`config.mk`:
```
export PLATFORM = sky130hd
export DESIGN_NAME = mcc_top
export DESIGN_NICKNAME = d
export VERILOG_FILES = /design/src/inc/mcc_pkg.sv /design/src/rtl/mcc_prescale.sv /design/src/rtl/mcc_counter.sv /design/src/rtl/mcc_top.sv
export VERILOG_INCLUDE_DIRS = /design/src /design/src/inc
export SDC_FILE = /design/constraint.sdc
export NUM_CORES = 2
export LEC_CHECK = 0
export BUFFER_PORTS_ARGS = -buffer_cell sky130_fd_sc_hd__buf_2
export CAP_MARGIN = 10
export CORE_MARGIN = 3
export CORE_UTILIZATION = 28
export CTS_CLUSTER_DIAMETER = 30
export DETAILED_ROUTE_END_ITERATION = 7
export SYNTH_ARGS = -nofsm -noshare
export SYNTH_HDL_FRONTEND = slang
export SYNTH_SLANG_ARGS = --single-unit
```
`constraint.sdc`:
```
create_clock -name pclk -period 4.3 [get_ports pclk]
set_input_delay 0.86 -clock pclk [delete_from_list [all_inputs] [get_ports pclk]]
set_output_delay 0.86 -clock pclk [all_outputs]
set_load 0.01 [all_outputs]
```
`src/inc/mcc_map.svh`:
```
// Register offsets, field positions, reset values and timing counts
`ifndef MCC_MAP_SVH
`define MCC_MAP_SVH

// ****************************************
// Register offsets (byte addresses)
// ****************************************
`define MCC_OFS_PRESCALE   12'h000
`define MCC_OFS_IRQ_OUT_EN 12'h004
`define MCC_OFS_GLOBAL     12'h008
`define MCC_OFS_COMMAND    12'h00c
`define MCC_OFS_STATUS     12'h010
`define MCC_OFS_MASK       12'h014
`define MCC_CNT_PAGE       4'h1
`define MCC_SUB_MODE       2'h0
`define MCC_SUB_LOAD       2'h1
`define MCC_SUB_CMP        2'h2
`define MCC_SUB_STATE      2'h3

// ****************************************
// Field positions and codes
// ****************************************
`define MCC_NUM_NARROW     5
`define MCC_GCW_CMP_ON     3
`define MCC_GCW_DECADE     15
`define MCC_IEN_ERR        0
`define MCC_IEN_CNT        8
`define MCC_OUT_PULSE      3'h1
`define MCC_OUT_OFF        3'h0
`define MCC_PERIODIC       3'h1
`define MCC_GATE_NONE      3'h0
`define MCC_WIDE_EDGE_A    3'h1
`define MCC_SRC_EXT_LO     4'h1
`define MCC_SRC_EXT_HI     4'h5
`define MCC_SRC_FAST       4'hd
`define MCC_SRC_SLOW       4'he
`define MCC_DECADE_LAST    4'h9

// ****************************************
// Reset values and timing
// ****************************************
`define MCC_RST_WORD       32'h0000_0000
`define MCC_CLK_PERIOD_NS  8
`define MCC_BASE_PERIOD_NS 1000
`define MCC_BASE_DIV       (`MCC_BASE_PERIOD_NS / `MCC_CLK_PERIOD_NS)

`endif

```
`src/inc/mcc_pkg.sv`:
```
// Shared types of the counter bank
`default_nettype none
package mcc_pkg;
  typedef logic [15:0] mcc_word_t;
  typedef logic [31:0] mcc_wide_t;
  typedef logic [14:0] mcc_stat_t;
endpackage
`default_nettype wire

```
`src/rtl/mcc_prescale.sv`:
```
// Base clock divider, prescaler and decade stages for reference ticks
`default_nettype none
`include "mcc_map.svh"
module mcc_prescale (
  input  wire logic            pclk,
  input  wire logic            presetn,
  input  wire mcc_pkg::mcc_word_t ratio,
  input  wire logic            decade,
  output logic                 fast_tick,
  output logic                 slow_tick
);
  logic [6:0]  base_cnt;
  logic [15:0] pre_cnt;
  logic [15:0] pre_last;
  logic [3:0]  dec_cnt [3];
  logic [3:0]  tick;
  logic        base_tick;

  // ****************************************
  // 1 MHz base and prescaler
  // ****************************************
  assign base_tick = base_cnt == 7'(`MCC_BASE_DIV - 1);
  assign pre_last  = (ratio == 16'h0000) ? 16'h0000 : ratio - 16'h0001;
  assign tick[0]   = base_tick & (pre_cnt == pre_last);

  always_ff @(posedge pclk or negedge presetn) begin
    if (!presetn) begin
      base_cnt <= 7'h00;
      pre_cnt  <= 16'h0000;
    end else begin
      base_cnt <= base_tick ? 7'h00 : base_cnt + 7'h01;
      if (base_tick)
        pre_cnt <= tick[0] ? 16'h0000 : pre_cnt + 16'h0001;
    end
  end

  // ****************************************
  // Divide-by-ten stages
  // ****************************************
  for (genvar k = 0; k < 3; k++) begin : g_dec
    assign tick[k+1] = tick[k] & (dec_cnt[k] == `MCC_DECADE_LAST);
    always_ff @(posedge pclk or negedge presetn) begin
      if (!presetn)
        dec_cnt[k] <= 4'h0;
      else if (tick[k])
        dec_cnt[k] <= tick[k+1] ? 4'h0 : dec_cnt[k] + 4'h1;
    end
  end

  always_ff @(posedge pclk or negedge presetn) begin
    if (!presetn) begin
      fast_tick <= 1'b0;
      slow_tick <= 1'b0;
    end else begin
      fast_tick <= decade ? tick[2] : tick[0];
      slow_tick <= decade ? tick[3] : tick[1];
    end
  end
endmodule
`default_nettype wire

```
`src/rtl/mcc_counter.sv`:
```
// One up/down counter with reload, BCD stepping and compare match
`default_nettype none
`include "mcc_map.svh"
module mcc_counter #(
  parameter int W = 16
) (
  input  wire logic         pclk,
  input  wire logic         presetn,
  input  wire logic         step,
  input  wire logic         up,
  input  wire logic         bcd,
  input  wire logic         periodic,
  input  wire logic         load,
  input  wire logic         clear,
  input  wire logic         cmp_en,
  input  wire logic [W-1:0] load_val,
  input  wire logic [W-1:0] cmp_val,
  output logic      [W-1:0] state,
  output logic              match,
  output logic              wrap
);
  logic [W-1:0] state_reg;
  logic [W-1:0] state_next;
  logic [W-1:0] stepped;
  logic         run_reg;
  logic         terminal;
  logic         advance;

  function automatic logic [W-1:0] bcd_step(input logic [W-1:0] v,
                                            input logic inc);
    logic [W-1:0] r;
    logic         c;
    logic [3:0]   d;
    r = v;
    c = 1'b1;
    for (int i = 0; i < W / 4; i++) begin
      d = v[4*i +: 4];
      if (c && inc) begin
        c = (d == `MCC_DECADE_LAST);
        d = c ? 4'h0 : d + 4'h1;
      end else if (c) begin
        c = (d == 4'h0);
        d = c ? `MCC_DECADE_LAST : d - 4'h1;
      end
      r[4*i +: 4] = d;
    end
    return r;
  endfunction

  assign terminal = up ? (state_reg == (bcd ? {W/4{4'h9}} : {W{1'b1}}))
                       : (state_reg == '0);
  assign advance  = step & run_reg & ~load & ~clear;
  assign stepped  = bcd ? bcd_step(state_reg, up)
                  : up ? state_reg + W'(1) : state_reg - W'(1);

  always_comb begin
    state_next = state_reg;
    if (clear)
      state_next = '0;
    else if (load)
      state_next = load_val;
    else if (advance && terminal && periodic)
      state_next = load_val;
    else if (advance)
      state_next = stepped;
  end

  always_ff @(posedge pclk or negedge presetn) begin
    if (!presetn) begin
      state_reg <= '0;
      run_reg   <= 1'b0;
      match     <= 1'b0;
      wrap      <= 1'b0;
    end else begin
      state_reg <= state_next;
      run_reg   <= run_reg | load;
      match     <= advance & cmp_en & (state_next == cmp_val);
      wrap      <= advance & terminal;
    end
  end
  assign state = state_reg;
endmodule
`default_nettype wire

```
`src/rtl/mcc_top.sv`:
```
// APB counter bank: five 16-bit and two 32-bit counters with compare
// ****************************************
// Overview of operation
// - Base clock divided by prescaler, then tens, gives two reference ticks
// - Interrupt enable bit 0 lets error reports raise the interrupt
// - Interrupt enable bit 8 lets counter events raise the interrupt
// - Interrupt enable bits 9 to 15 enable outputs of counters 1 to 7
// - Narrow mode bits 2:0: 001 gives high pulse, 000 holds output low
// - Narrow mode bit 3 zero counts downward per count pulse
// - Narrow mode bits 7:5 at 001 reload periodically from load register
// - Source bits 11:8: external input, slow or fast reference tick
// - Mode bit 12 zero counts rising edges of the source
// - Gate bits 15:13 at 000 run without gate qualification
// - Wide mode bit 3 enables comparator and output
// - Wide mode bits 6:4 at 001 count input A edges, B gives direction
// - Counter state equal to compare value raises a counter event
// - Load-and-start command copies load register and starts counting
// - Reset command clears addressed counter to zero
// ****************************************
`default_nettype none
`include "mcc_map.svh"
module mcc_top (
  input  wire logic        pclk,
  input  wire logic        presetn,
  input  wire logic [11:0] paddr,
  input  wire logic        psel,
  input  wire logic        penable,
  input  wire logic        pwrite,
  input  wire logic [31:0] pwdata,
  output logic      [31:0] prdata,
  output logic             pready,
  output logic             pslverr,
  input  wire logic [4:0]  count_in,
  input  wire logic [4:0]  gate_in,
  input  wire logic [1:0]  wide_a,
  input  wire logic [1:0]  wide_b,
  output logic      [6:0]  counter_out,
  output logic             irq
);
  // ****************************************
  // Declarations
  // ****************************************
  mcc_pkg::mcc_word_t prescaler_ratio_reg;
  mcc_pkg::mcc_word_t interrupt_and_output_enable_reg;
  mcc_pkg::mcc_word_t global_control_word_reg;
  mcc_pkg::mcc_word_t mode_reg [7];
  mcc_pkg::mcc_wide_t load_reg [7];
  mcc_pkg::mcc_wide_t cmp_reg  [7];
  mcc_pkg::mcc_wide_t state_all [7];
  mcc_pkg::mcc_stat_t status_reg;
  mcc_pkg::mcc_stat_t status_next;
  mcc_pkg::mcc_stat_t mask_reg;
  mcc_pkg::mcc_stat_t events;
  mcc_pkg::mcc_stat_t w1c;
  logic [31:0] prdata_reg;
  logic [31:0] rd_data;
  logic [6:0]  ld_cmd_reg;
  logic [6:0]  clr_cmd_reg;
  logic [6:0]  match;
  logic [6:0]  wrap;
  logic [6:0]  out_sel;
  logic [6:0]  out_reg;
  logic [4:0]  cin_q;
  logic [4:0]  cin_rise;
  logic [4:0]  cin_fall;
  logic [1:0]  wa_q;
  logic [1:0]  wa_rise;
  logic [2:0]  cidx;
  logic [1:0]  csub;
  logic        access;
  logic        wr_en;
  logic        in_cnt;
  logic        glob_ok;
  logic        addr_ok;
  logic        wr_cnt;
  logic        wr_cmd;
  logic        zero_cmp_wr;
  logic        err_evt;
  logic        err_irq;
  logic        cnt_irq;
  logic        fast_tick;
  logic        slow_tick;

  function automatic logic cnt_hit(input logic [11:0] a);
    return a[11:8] == `MCC_CNT_PAGE && a[7] == 1'b0 && a[6:4] != 3'h7;
  endfunction

  function automatic logic [31:0] width_mask(input logic [2:0] idx);
    return (idx < 3'(`MCC_NUM_NARROW)) ? 32'h0000ffff : 32'hffffffff;
  endfunction

  // ****************************************
  // APB decode
  // ****************************************
  assign access  = psel & penable;
  assign wr_en   = access & pwrite;
  assign in_cnt  = cnt_hit(paddr);
  assign glob_ok = paddr == `MCC_OFS_PRESCALE || paddr == `MCC_OFS_IRQ_OUT_EN
                || paddr == `MCC_OFS_GLOBAL || paddr == `MCC_OFS_COMMAND
                || paddr == `MCC_OFS_STATUS || paddr == `MCC_OFS_MASK;
  assign addr_ok = in_cnt | glob_ok;
  assign cidx    = in_cnt ? paddr[6:4] : 3'h0;
  assign csub    = paddr[3:2];
  assign wr_cnt  = wr_en & cnt_hit(paddr);
  assign wr_cmd  = wr_en & (paddr == `MCC_OFS_COMMAND);
  assign pready  = 1'b1;
  assign pslverr = access & ~addr_ok;
  assign prdata  = prdata_reg;

  // Compare value zero on a narrow counter is reported as an error
  assign zero_cmp_wr = wr_cnt && csub == `MCC_SUB_CMP
                    && cidx < 3'(`MCC_NUM_NARROW) && pwdata[15:0] == 16'h0000;
  assign err_evt = pslverr | zero_cmp_wr;

  always_comb begin
    rd_data = 32'h0000_0000;
    if (in_cnt) begin
      unique case (csub)
        `MCC_SUB_MODE:  rd_data = {16'h0000, mode_reg[cidx]};
        `MCC_SUB_LOAD:  rd_data = load_reg[cidx];
        `MCC_SUB_CMP:   rd_data = cmp_reg[cidx];
        `MCC_SUB_STATE: rd_data = state_all[cidx];
      endcase
    end else if (paddr == `MCC_OFS_PRESCALE) begin
      rd_data = {16'h0000, prescaler_ratio_reg};
    end else if (paddr == `MCC_OFS_IRQ_OUT_EN) begin
      rd_data = {16'h0000, interrupt_and_output_enable_reg};
    end else if (paddr == `MCC_OFS_GLOBAL) begin
      rd_data = {16'h0000, global_control_word_reg};
    end else if (paddr == `MCC_OFS_STATUS) begin
      rd_data = {17'h00000, status_reg};
    end else if (paddr == `MCC_OFS_MASK) begin
      rd_data = {17'h00000, mask_reg};
    end
  end

  // Read data captured in the setup cycle
  always_ff @(posedge pclk or negedge presetn) begin
    if (!presetn)
      prdata_reg <= `MCC_RST_WORD;
    else if (psel && !penable && !pwrite)
      prdata_reg <= rd_data;
  end

  // ****************************************
  // Global registers
  // ****************************************
  always_ff @(posedge pclk or negedge presetn) begin
    if (!presetn) begin
      prescaler_ratio_reg             <= 16'h0000;
      interrupt_and_output_enable_reg <= 16'h0000;
      global_control_word_reg         <= 16'h0000;
      mask_reg                        <= 15'h0000;
    end else if (wr_en) begin
      if (paddr == `MCC_OFS_PRESCALE)
        prescaler_ratio_reg <= pwdata[15:0];
      if (paddr == `MCC_OFS_IRQ_OUT_EN)
        interrupt_and_output_enable_reg <= pwdata[15:0];
      if (paddr == `MCC_OFS_GLOBAL)
        global_control_word_reg <= pwdata[15:0];
      if (paddr == `MCC_OFS_MASK)
        mask_reg <= pwdata[14:0];
    end
  end

  // Command pulses: bits 6:0 load and start, bits 14:8 clear
  always_ff @(posedge pclk or negedge presetn) begin
    if (!presetn) begin
      ld_cmd_reg  <= 7'h00;
      clr_cmd_reg <= 7'h00;
    end else begin
      ld_cmd_reg  <= wr_cmd ? pwdata[6:0] : 7'h00;
      clr_cmd_reg <= wr_cmd ? pwdata[14:8] : 7'h00;
    end
  end

  // ****************************************
  // Per-counter registers
  // ****************************************
  always_ff @(posedge pclk or negedge presetn) begin
    if (!presetn) begin
      for (int i = 0; i < 7; i++) begin
        mode_reg[i] <= 16'h0000;
        load_reg[i] <= `MCC_RST_WORD;
        cmp_reg[i]  <= `MCC_RST_WORD;
      end
    end else if (wr_cnt) begin
      if (csub == `MCC_SUB_MODE)
        mode_reg[cidx] <= pwdata[15:0];
      if (csub == `MCC_SUB_LOAD)
        load_reg[cidx] <= pwdata & width_mask(cidx);
      if (csub == `MCC_SUB_CMP)
        cmp_reg[cidx] <= pwdata & width_mask(cidx);
    end
  end

  // ****************************************
  // Reference ticks and input edges
  // ****************************************
  mcc_prescale u_pre (
    .pclk      (pclk),
    .presetn   (presetn),
    .ratio     (prescaler_ratio_reg),
    .decade    (global_control_word_reg[`MCC_GCW_DECADE]),
    .fast_tick (fast_tick),
    .slow_tick (slow_tick)
  );

  always_ff @(posedge pclk or negedge presetn) begin
    if (!presetn) begin
      cin_q <= 5'h00;
      wa_q  <= 2'h0;
    end else begin
      cin_q <= count_in;
      wa_q  <= wide_a;
    end
  end
  assign cin_rise = count_in & ~cin_q;
  assign cin_fall = ~count_in & cin_q;
  assign wa_rise  = wide_a & ~wa_q;

  // ****************************************
  // Counters
  // ****************************************
  for (genvar i = 0; i < 7; i++) begin : g_cnt
    localparam int W = (i < `MCC_NUM_NARROW) ? 16 : 32;
    logic [W-1:0] st;
    logic         step;
    logic         up;
    logic         bcd;
    logic         per;
    logic         cen;
    if (i < `MCC_NUM_NARROW) begin : g_narrow
      logic [3:0] src;
      logic [2:0] sidx;
      logic       ext_ok;
      logic       pulse;
      logic       gate_ok;
      assign src     = mode_reg[i][11:8];
      assign sidx    = 3'(src - `MCC_SRC_EXT_LO);
      assign ext_ok  = src >= `MCC_SRC_EXT_LO && src <= `MCC_SRC_EXT_HI;
      assign pulse   = (src == `MCC_SRC_FAST) ? fast_tick
                     : (src == `MCC_SRC_SLOW) ? slow_tick
                     : !ext_ok ? 1'b0
                     : mode_reg[i][12] ? cin_fall[sidx]
                     : cin_rise[sidx];
      assign gate_ok = mode_reg[i][15:13] == `MCC_GATE_NONE
                     || gate_in[i];
      assign step    = pulse & gate_ok;
      assign up      = mode_reg[i][3];
      assign bcd     = mode_reg[i][4];
      assign per     = mode_reg[i][7:5] == `MCC_PERIODIC;
      assign cen     = global_control_word_reg[`MCC_GCW_CMP_ON];
      assign out_sel[i] = mode_reg[i][2:0] == `MCC_OUT_PULSE;
    end else begin : g_wide
      assign step = mode_reg[i][6:4] == `MCC_WIDE_EDGE_A
                  && wa_rise[i-5];
      assign up   = wide_b[i-5];
      assign bcd  = 1'b0;
      assign per  = 1'b0;
      assign cen  = global_control_word_reg[`MCC_GCW_CMP_ON]
                  & mode_reg[i][3];
      assign out_sel[i] = mode_reg[i][3];
    end

    mcc_counter #(.W(W)) u_cnt (
      .pclk     (pclk),
      .presetn  (presetn),
      .step     (step),
      .up       (up),
      .bcd      (bcd),
      .periodic (per),
      .load     (ld_cmd_reg[i]),
      .clear    (clr_cmd_reg[i]),
      .cmp_en   (cen),
      .load_val (load_reg[i][W-1:0]),
      .cmp_val  (cmp_reg[i][W-1:0]),
      .state    (st),
      .match    (match[i]),
      .wrap     (wrap[i])
    );
    assign state_all[i] = 32'(st);
  end

  // Output pulse on compare match, gated per counter
  always_ff @(posedge pclk or negedge presetn) begin
    if (!presetn)
      out_reg <= 7'h00;
    else
      out_reg <= interrupt_and_output_enable_reg[15:9] & out_sel & match;
  end
  assign counter_out = out_reg;

  // ****************************************
  // Event status and interrupt
  // ****************************************
  assign events      = {wrap, match, err_evt};
  assign w1c         = (wr_en && paddr == `MCC_OFS_STATUS) ? pwdata[14:0]
                                                            : 15'h0000;
  assign status_next = (status_reg & ~w1c) | events;

  always_ff @(posedge pclk or negedge presetn) begin
    if (!presetn)
      status_reg <= 15'h0000;
    else
      status_reg <= status_next;
  end

  assign err_irq = status_reg[0] & mask_reg[0]
                 & interrupt_and_output_enable_reg[`MCC_IEN_ERR];
  assign cnt_irq = (|(status_reg[14:1] & mask_reg[14:1]))
                 & interrupt_and_output_enable_reg[`MCC_IEN_CNT];
  assign irq     = err_irq | cnt_irq;
endmodule
`default_nettype wire

```
Word-level counts from Yosys, hierarchy flattened
Cells that the tools add are included.
Word-level totals
  register bits: 900
  input port bits: 63
  logic and storage cells: 648
Cells by class
  $add $sub $neg: 65
  magnitude comparators: 18
  equality and inequality tests: 71
  mux-type cells: 229
  bitwise operators: 101
  reduce and logical (&&, ||, !) cells: 97
Operators with widths (count)
  $mux W16: 38
  $mux W32: 17
  $bwmux W224: 2
  $mux W4: 78
  $bmux W32 S3: 3
  $eq A16 B16 Y1: 11
  $eq A4 B4 Y1 const B: 33
  $pmux W32 S4: 1
  $mux W15: 8
  $bwmux W112: 1
  $logic_not A16 Y1: 7
  $add A16 B1 Y16 const B: 6
  $demux W32 S3: 1
  $sub A16 B1 Y16 const B: 6
  $add A4 B1 Y4 const B: 23
  $logic_not A4 Y1: 20
  $sub A4 B1 Y4 const B: 20
  $add A32 B1 Y32 const B: 2
  $eq A32 B32 Y1: 2
  $eq A32 B32 Y1 const B: 2
  $logic_not A32 Y1: 2
  $mux W1: 64
  $sub A32 B1 Y32 const B: 2
  $and A1 B1 Y1: 61
  other kinds (43): 171

Longest topological paths before layout
  depth in word-level cells: 19
  gate-level depth with buffers: 17

By module
Synthesis repeated with hierarchy kept, for this count alone.
Unflattened totals
  cells, all modules: 7447
  area, all modules: 66973.0 um2
By module, submodules not included
  mcc_top: times used 1, cells an instance 2664, area each 32287.2 um2, seq. area each 17466.8 um2
  mcc_counter (g_cnt[0].u_cnt ...): times used 4, cells an instance 481, area each 3513.4 um2, seq. area each 475.5 um2
  mcc_counter (g_cnt[6].u_cnt): times used 1, cells an instance 1072, area each 7467.2 um2, seq. area each 875.8 um2
  mcc_counter (g_cnt[5].u_cnt): times used 1, cells an instance 995, area each 6960.4 um2, seq. area each 875.8 um2
  mcc_counter (g_cnt[3].u_cnt): times used 1, cells an instance 484, area each 3494.6 um2, seq. area each 475.5 um2
  mcc_prescale: times used 1, cells an instance 308, area each 2710.1 um2, seq. area each 925.9 um2

Worst setup path before layout
OpenSTA, ideal clock, no wires.
  path kind: input to register
  start: input port wide_b[0]
  end: register g_cnt[5].u_cnt.match
  arrival time: 4707 ps
  data required time: 4189 ps
  setup slack: -519 ps
  stages on the path: 14
  path through: inv_1 -> ha_1 -> clkbuf_1 -> nand4_1 -> or4_1 -> or4_1 -> o211ai_1 -> a21o_1 -> a21oi_1 -> xnor2_1 -> mux2_2 -> a2111oi_0 -> nand4_1 -> a2111oi_2
On the way
  longest elaborated chain between the ends: 6
Ends and longest elaborated chain
  start, declared: RTL line mcc_top.sv:36  | input wire logic [1:0] wide_b,
  $mux W32: RTL line mcc_counter.sv:54  | : up ? state_reg + W'(1) : state_reg - W'(1);
  $mux W32: RTL line mcc_counter.sv:64  | else if (advance)
  $mux W32: RTL line mcc_counter.sv:60  | else if (load)
  $mux W32: RTL line mcc_counter.sv:58  | if (clear)
  $eq A32 B32 Y1: RTL line mcc_counter.sv:77  | match <= advance & cmp_en & (state_next == cmp_val);
  $and A1 B1 Y1: RTL line mcc_counter.sv:77
  end signal, assigned: RTL line mcc_counter.sv:77
  end, declared: RTL line mcc_counter.sv:19  | output logic match,
No other way between the ends.
A chain may end at the register's enable or synchronous reset.

Worst setup path in the final report
  start: register g_cnt[2].u_cnt.state_reg[13]
  end: register g_cnt[2].u_cnt.match
On the way
  elaborated cells on any way between the ends: 23
RTL lines
  start, declared: RTL line mcc_counter.sv:22  | logic [W-1:0] state_reg;
  start signal, assigned: RTL line mcc_counter.sv:75  | state_reg <= state_next;
  $eq A16 B16 Y1 / $logic_not A16 Y1 (equally long branches): RTL line mcc_counter.sv:50, mcc_counter.sv:51
  $mux W1 (*): RTL line mcc_counter.sv:50  | assign terminal = up ? (state_reg == (bcd ? {W/4{4'h9}} : {W{1'b1}}))
  $logic_and A1 B1 Y1 (*) (2 in a row): RTL line mcc_counter.sv:62  | else if (advance && terminal && periodic)
  $mux W16 (*): RTL line mcc_counter.sv:62
  $mux W16 (*): RTL line mcc_counter.sv:60
  $mux W16 (*): RTL line mcc_counter.sv:58
  named net g_cnt[2].u_cnt.state_next[1]: RTL line mcc_counter.sv:23  | logic [W-1:0] state_next;
  $eq A16 B16 Y1 (*): RTL line mcc_counter.sv:77
  $and A1 B1 Y1 (*): RTL line mcc_counter.sv:77
  end signal, assigned: RTL line mcc_counter.sv:77
  end, declared: RTL line mcc_counter.sv:19
Mark *: on every way through the listed nets, which the timed path passes. The rest lies on a longest branch.

==> metrics <==
switching pwr=about 6600 uW; Static Leak=~0.034 uW; Final Slew Violations=0; Via density=roughly 5.7; post-synthesis register bit count=900; Initial Util=between 20% and 30%; Final WS setup=approximately 0.054 ns; relative slew slack=roughly a fifth; Syn. warnings=0; Crit. Startpoint=g_cnt[2].u_cnt.state[13]; Final Instance Area=75000 sq um; maxcap violations=0; FP Rows=167; final worst path period need=about 4.2 ns; Die Area=214000 sq um; area of the multi-input gates=about 34000 sq um; Comb power frac=5.1%; post-DP HPWL=around 210 mm; gr busiest metal=met2; register area share after synthesis=38.5%; peak supply drop=between 0.0003 and 0.0004 V; Clock Tree Root=clkbuf_16; setup violators final=0; Post-Syn Nets=slightly below 7000; R2R Path Start=g_cnt[2].u_cnt.state[13]; Area Overhead vs Synth=28.3%; chip width=~460 um; hold buffers post-CTS=0; Worst path max stage delay=just under 0.8 ns; CTS Sinks=900; Place WS=-0.767 ns; drt pass-1 iters=8; commonest non-fill, non-tap cells in the layout=dfrtp_1, nand2_1, buf_4, nor2_1, a21oi_1; die height=roughly 460 um; TritonCTS clock tree=done; CTS clk-pin slew, worst paths=approximately 0.05 ns; clock buffer count from CTS=203; routability cong.=just over 1; vias in the first global route=56414; Distinct cells, synth=approximately 110; core area=207000 sq um; I/O Buffers=between 100 and 150; Critical Path, Cell by Cell=inv_1 -> ha_1 -> or3b_2 -> o31ai_1 -> and3_1 -> a21o_1 -> buf_4 -> nand2_1 -> a21oi_1 -> o21a_1 -> o221ai_1 -> a21oi_1; pin count of the biggest net entering global routing=100; Hold Path Class=input port to async pin; remaining global-route overflow=0; final hold vios=0; Post-synth ARST share=100%; Post-synth EDFFs=0; RSZ-0062 raised after global routing=yes; initial antenna violation count=15; Critical Path RT=4.99 ns; 1st-iter DRT viols=6691; r2r worst-path depth=12; arrival time worst endpoint=between 4 and 5 ns; Worst-Skew Late Latency=between 0.8 and 0.9 ns; met3 GRT Util=around 4.6%; Post-Syn Area=between 50000 and 60000 sq um; clk_skew=~0.057 ns; clock share of power=between 60% and 70%; met1 usage=between 30% and 40%; startpoint types=flop; commonest non-fill, non-tap cell in the layout=dfrtp_1; DP Area=67400 sq um; critical path fanouts, max=23; WS Path Type=flop to flop; htree depth=4; DR DRC count=0; Int Power=slightly below 20000 uW; Worst setup EP type=flop; WL/cell=roughly 26 um; reg-to-reg slack, setup=between 0.05 and 0.06 ns; Syn Inst Count=~6600; sequential power share=roughly a third; Routed Antenna Nets=0; Max Root-Sink Buffers=3; GRT Total Usage=approximately a quarter; most frequent CP cell=a21oi_1; routing usage on met2=roughly 38%; IO Pins=approximately 110; Top FF cell, synth=dfrtp_1; register area=roughly 23000 sq um; outcome=finished, final reports clean; Post-Route WL=around 270 mm; Slew @ Worst Pin=1.19 ns; pwr dens=352 nW/um^2; Vias=between 50000 and 60000; fmax=around 240 MHz; layout cell share with drive strength beyond 1=23.8%; slowest CP cell=o31ai_1; first-pass GRT wire length=around 390 mm; Final #Nets=between 7000 and 8000; end of the worst register-to-register path=g_cnt[2].u_cnt.match; Final period util=approximately 100%; Sw Ratio=around a quarter; fill count=21091; Mapped Avg Cell Area=around 8.8 sq um
==> how the worst max path moves through the flow <==
stage,to,slack (ns),cells after the start
after detailed placement,g_cnt[6].u_cnt.match,-0.77,18
after global placement,g_cnt[6].u_cnt.match,-0.75,18
final,g_cnt[2].u_cnt.match,0.05,12
after global routing,g_cnt[4].u_cnt.match,-0.03,14
after floorplan,g_cnt[5].u_cnt.match,-0.40,14
after CTS,g_cnt[0].u_cnt.match,0.02,15
==> per-stage QoR <==
stage                     hold slack (ns)  TNS, ns  std cells  total power [uW]  utilization (%)
after global placement              0.421    -3.14       9828             10000             32.5
final                              0.0977        0      10235             26400             36.2
after global routing                0.127  -0.0705      10220             27100             36.2
after detailed placement            0.428    -3.07       9828             10000             32.5
after floorplan                     0.404   -0.637       6618              9210                -
after CTS                          0.0904        0      10211             26500             36.1
==> cells in the mapped netlist (81+ instances only) <==
cell type | n | share of area, %
a22oi_1 | 81 | 1.0
o211ai_1 | 82 | 1.1
nor3_1 | 167 | 1.4
a211oi_1 | 93 | 1.2
mux2i_1 | 101 | 1.7
nor2_1 | 518 | 3.3
ha_1 | 215 | 4.6
nor2b_1 | 176 | 1.9
xnor2_1 | 101 | 1.5
nand3_1 | 196 | 1.7
inv_1 | 212 | 1.4
o22ai_1 | 125 | 1.3
a21oi_1 | 433 | 3.7
nand2_1 | 731 | 4.7
clkbuf_1 | 370 | 2.4
dfrtp_1 | 900 | 39
mux2_2 | 374 | 7.2
o21ai_0 | 377 | 3.2
==> timing repair <==
item,4_1_cts,5_1_grt
pin swaps,0,6
setup buffers,0,2
resized for setup,2,21
endpoints found under the setup margin,1,5
gates cloned,0,1
==> power by group through the flow <==
stage	Sequential [uW]	Clock, uW	Combinational, uW
6_report	8580	16500	1340
2_1_floorplan	8690	0	514
5_1_grt	8570	17100	1420
3_3_place_gp	8710	0	1310
4_1_cts	8580	16600	1320
3_5_place_dp	8710	0	1310
==> cell type report <==
type	instances	area share, %
multi-input cells	5056	45.3
flip-flops and latches	900	30.0
repair buffers	866	8.88
clock buffers	239	7.23
well taps	2788	4.65
clock inverters	144	2.68
inverters	221	1.12
diodes	20	0.0667
repair inverters	1	0.00667
==> logic make-up (layout without fill, tap and decap cells) <==
logic type,Yosys count,in the layout,synth area share (%)
adders and majority gates,222,222,4.84
DFF,900,900,38.5
and+or+nand+nor,2329,2329,19.5
other,1,21,0.00641
AOI/OAI and AO/OA,1850,1850,21.0
buffers and inverters,662,1471,4.31
muxes,482,482,9.15
xor gates and xnor gates,172,172,2.63
==> worst max-delay path: cells and delay by family, from the launching register on <==
family                   cells  cell delay, ns
AO/OA/AOI/OAI                6            1.74
AND/OR/NAND/NOR              3            1.07
flip-flops                   1            0.57
buffers and inverters        2            0.46
adder cells (fa/ha/maj)      1            0.25
==> metal layers <==
| layer | wire, um | part of all wire, % |
|---|---|---|
| met5 | 23 | 0.0085 |
| met1 | 113000 | 42 |
| met3 | 20900 | 7.7 |
| met2 | 120000 | 44 |
| met4 | 17200 | 6.3 |
(Power assumes the default switching activity.)
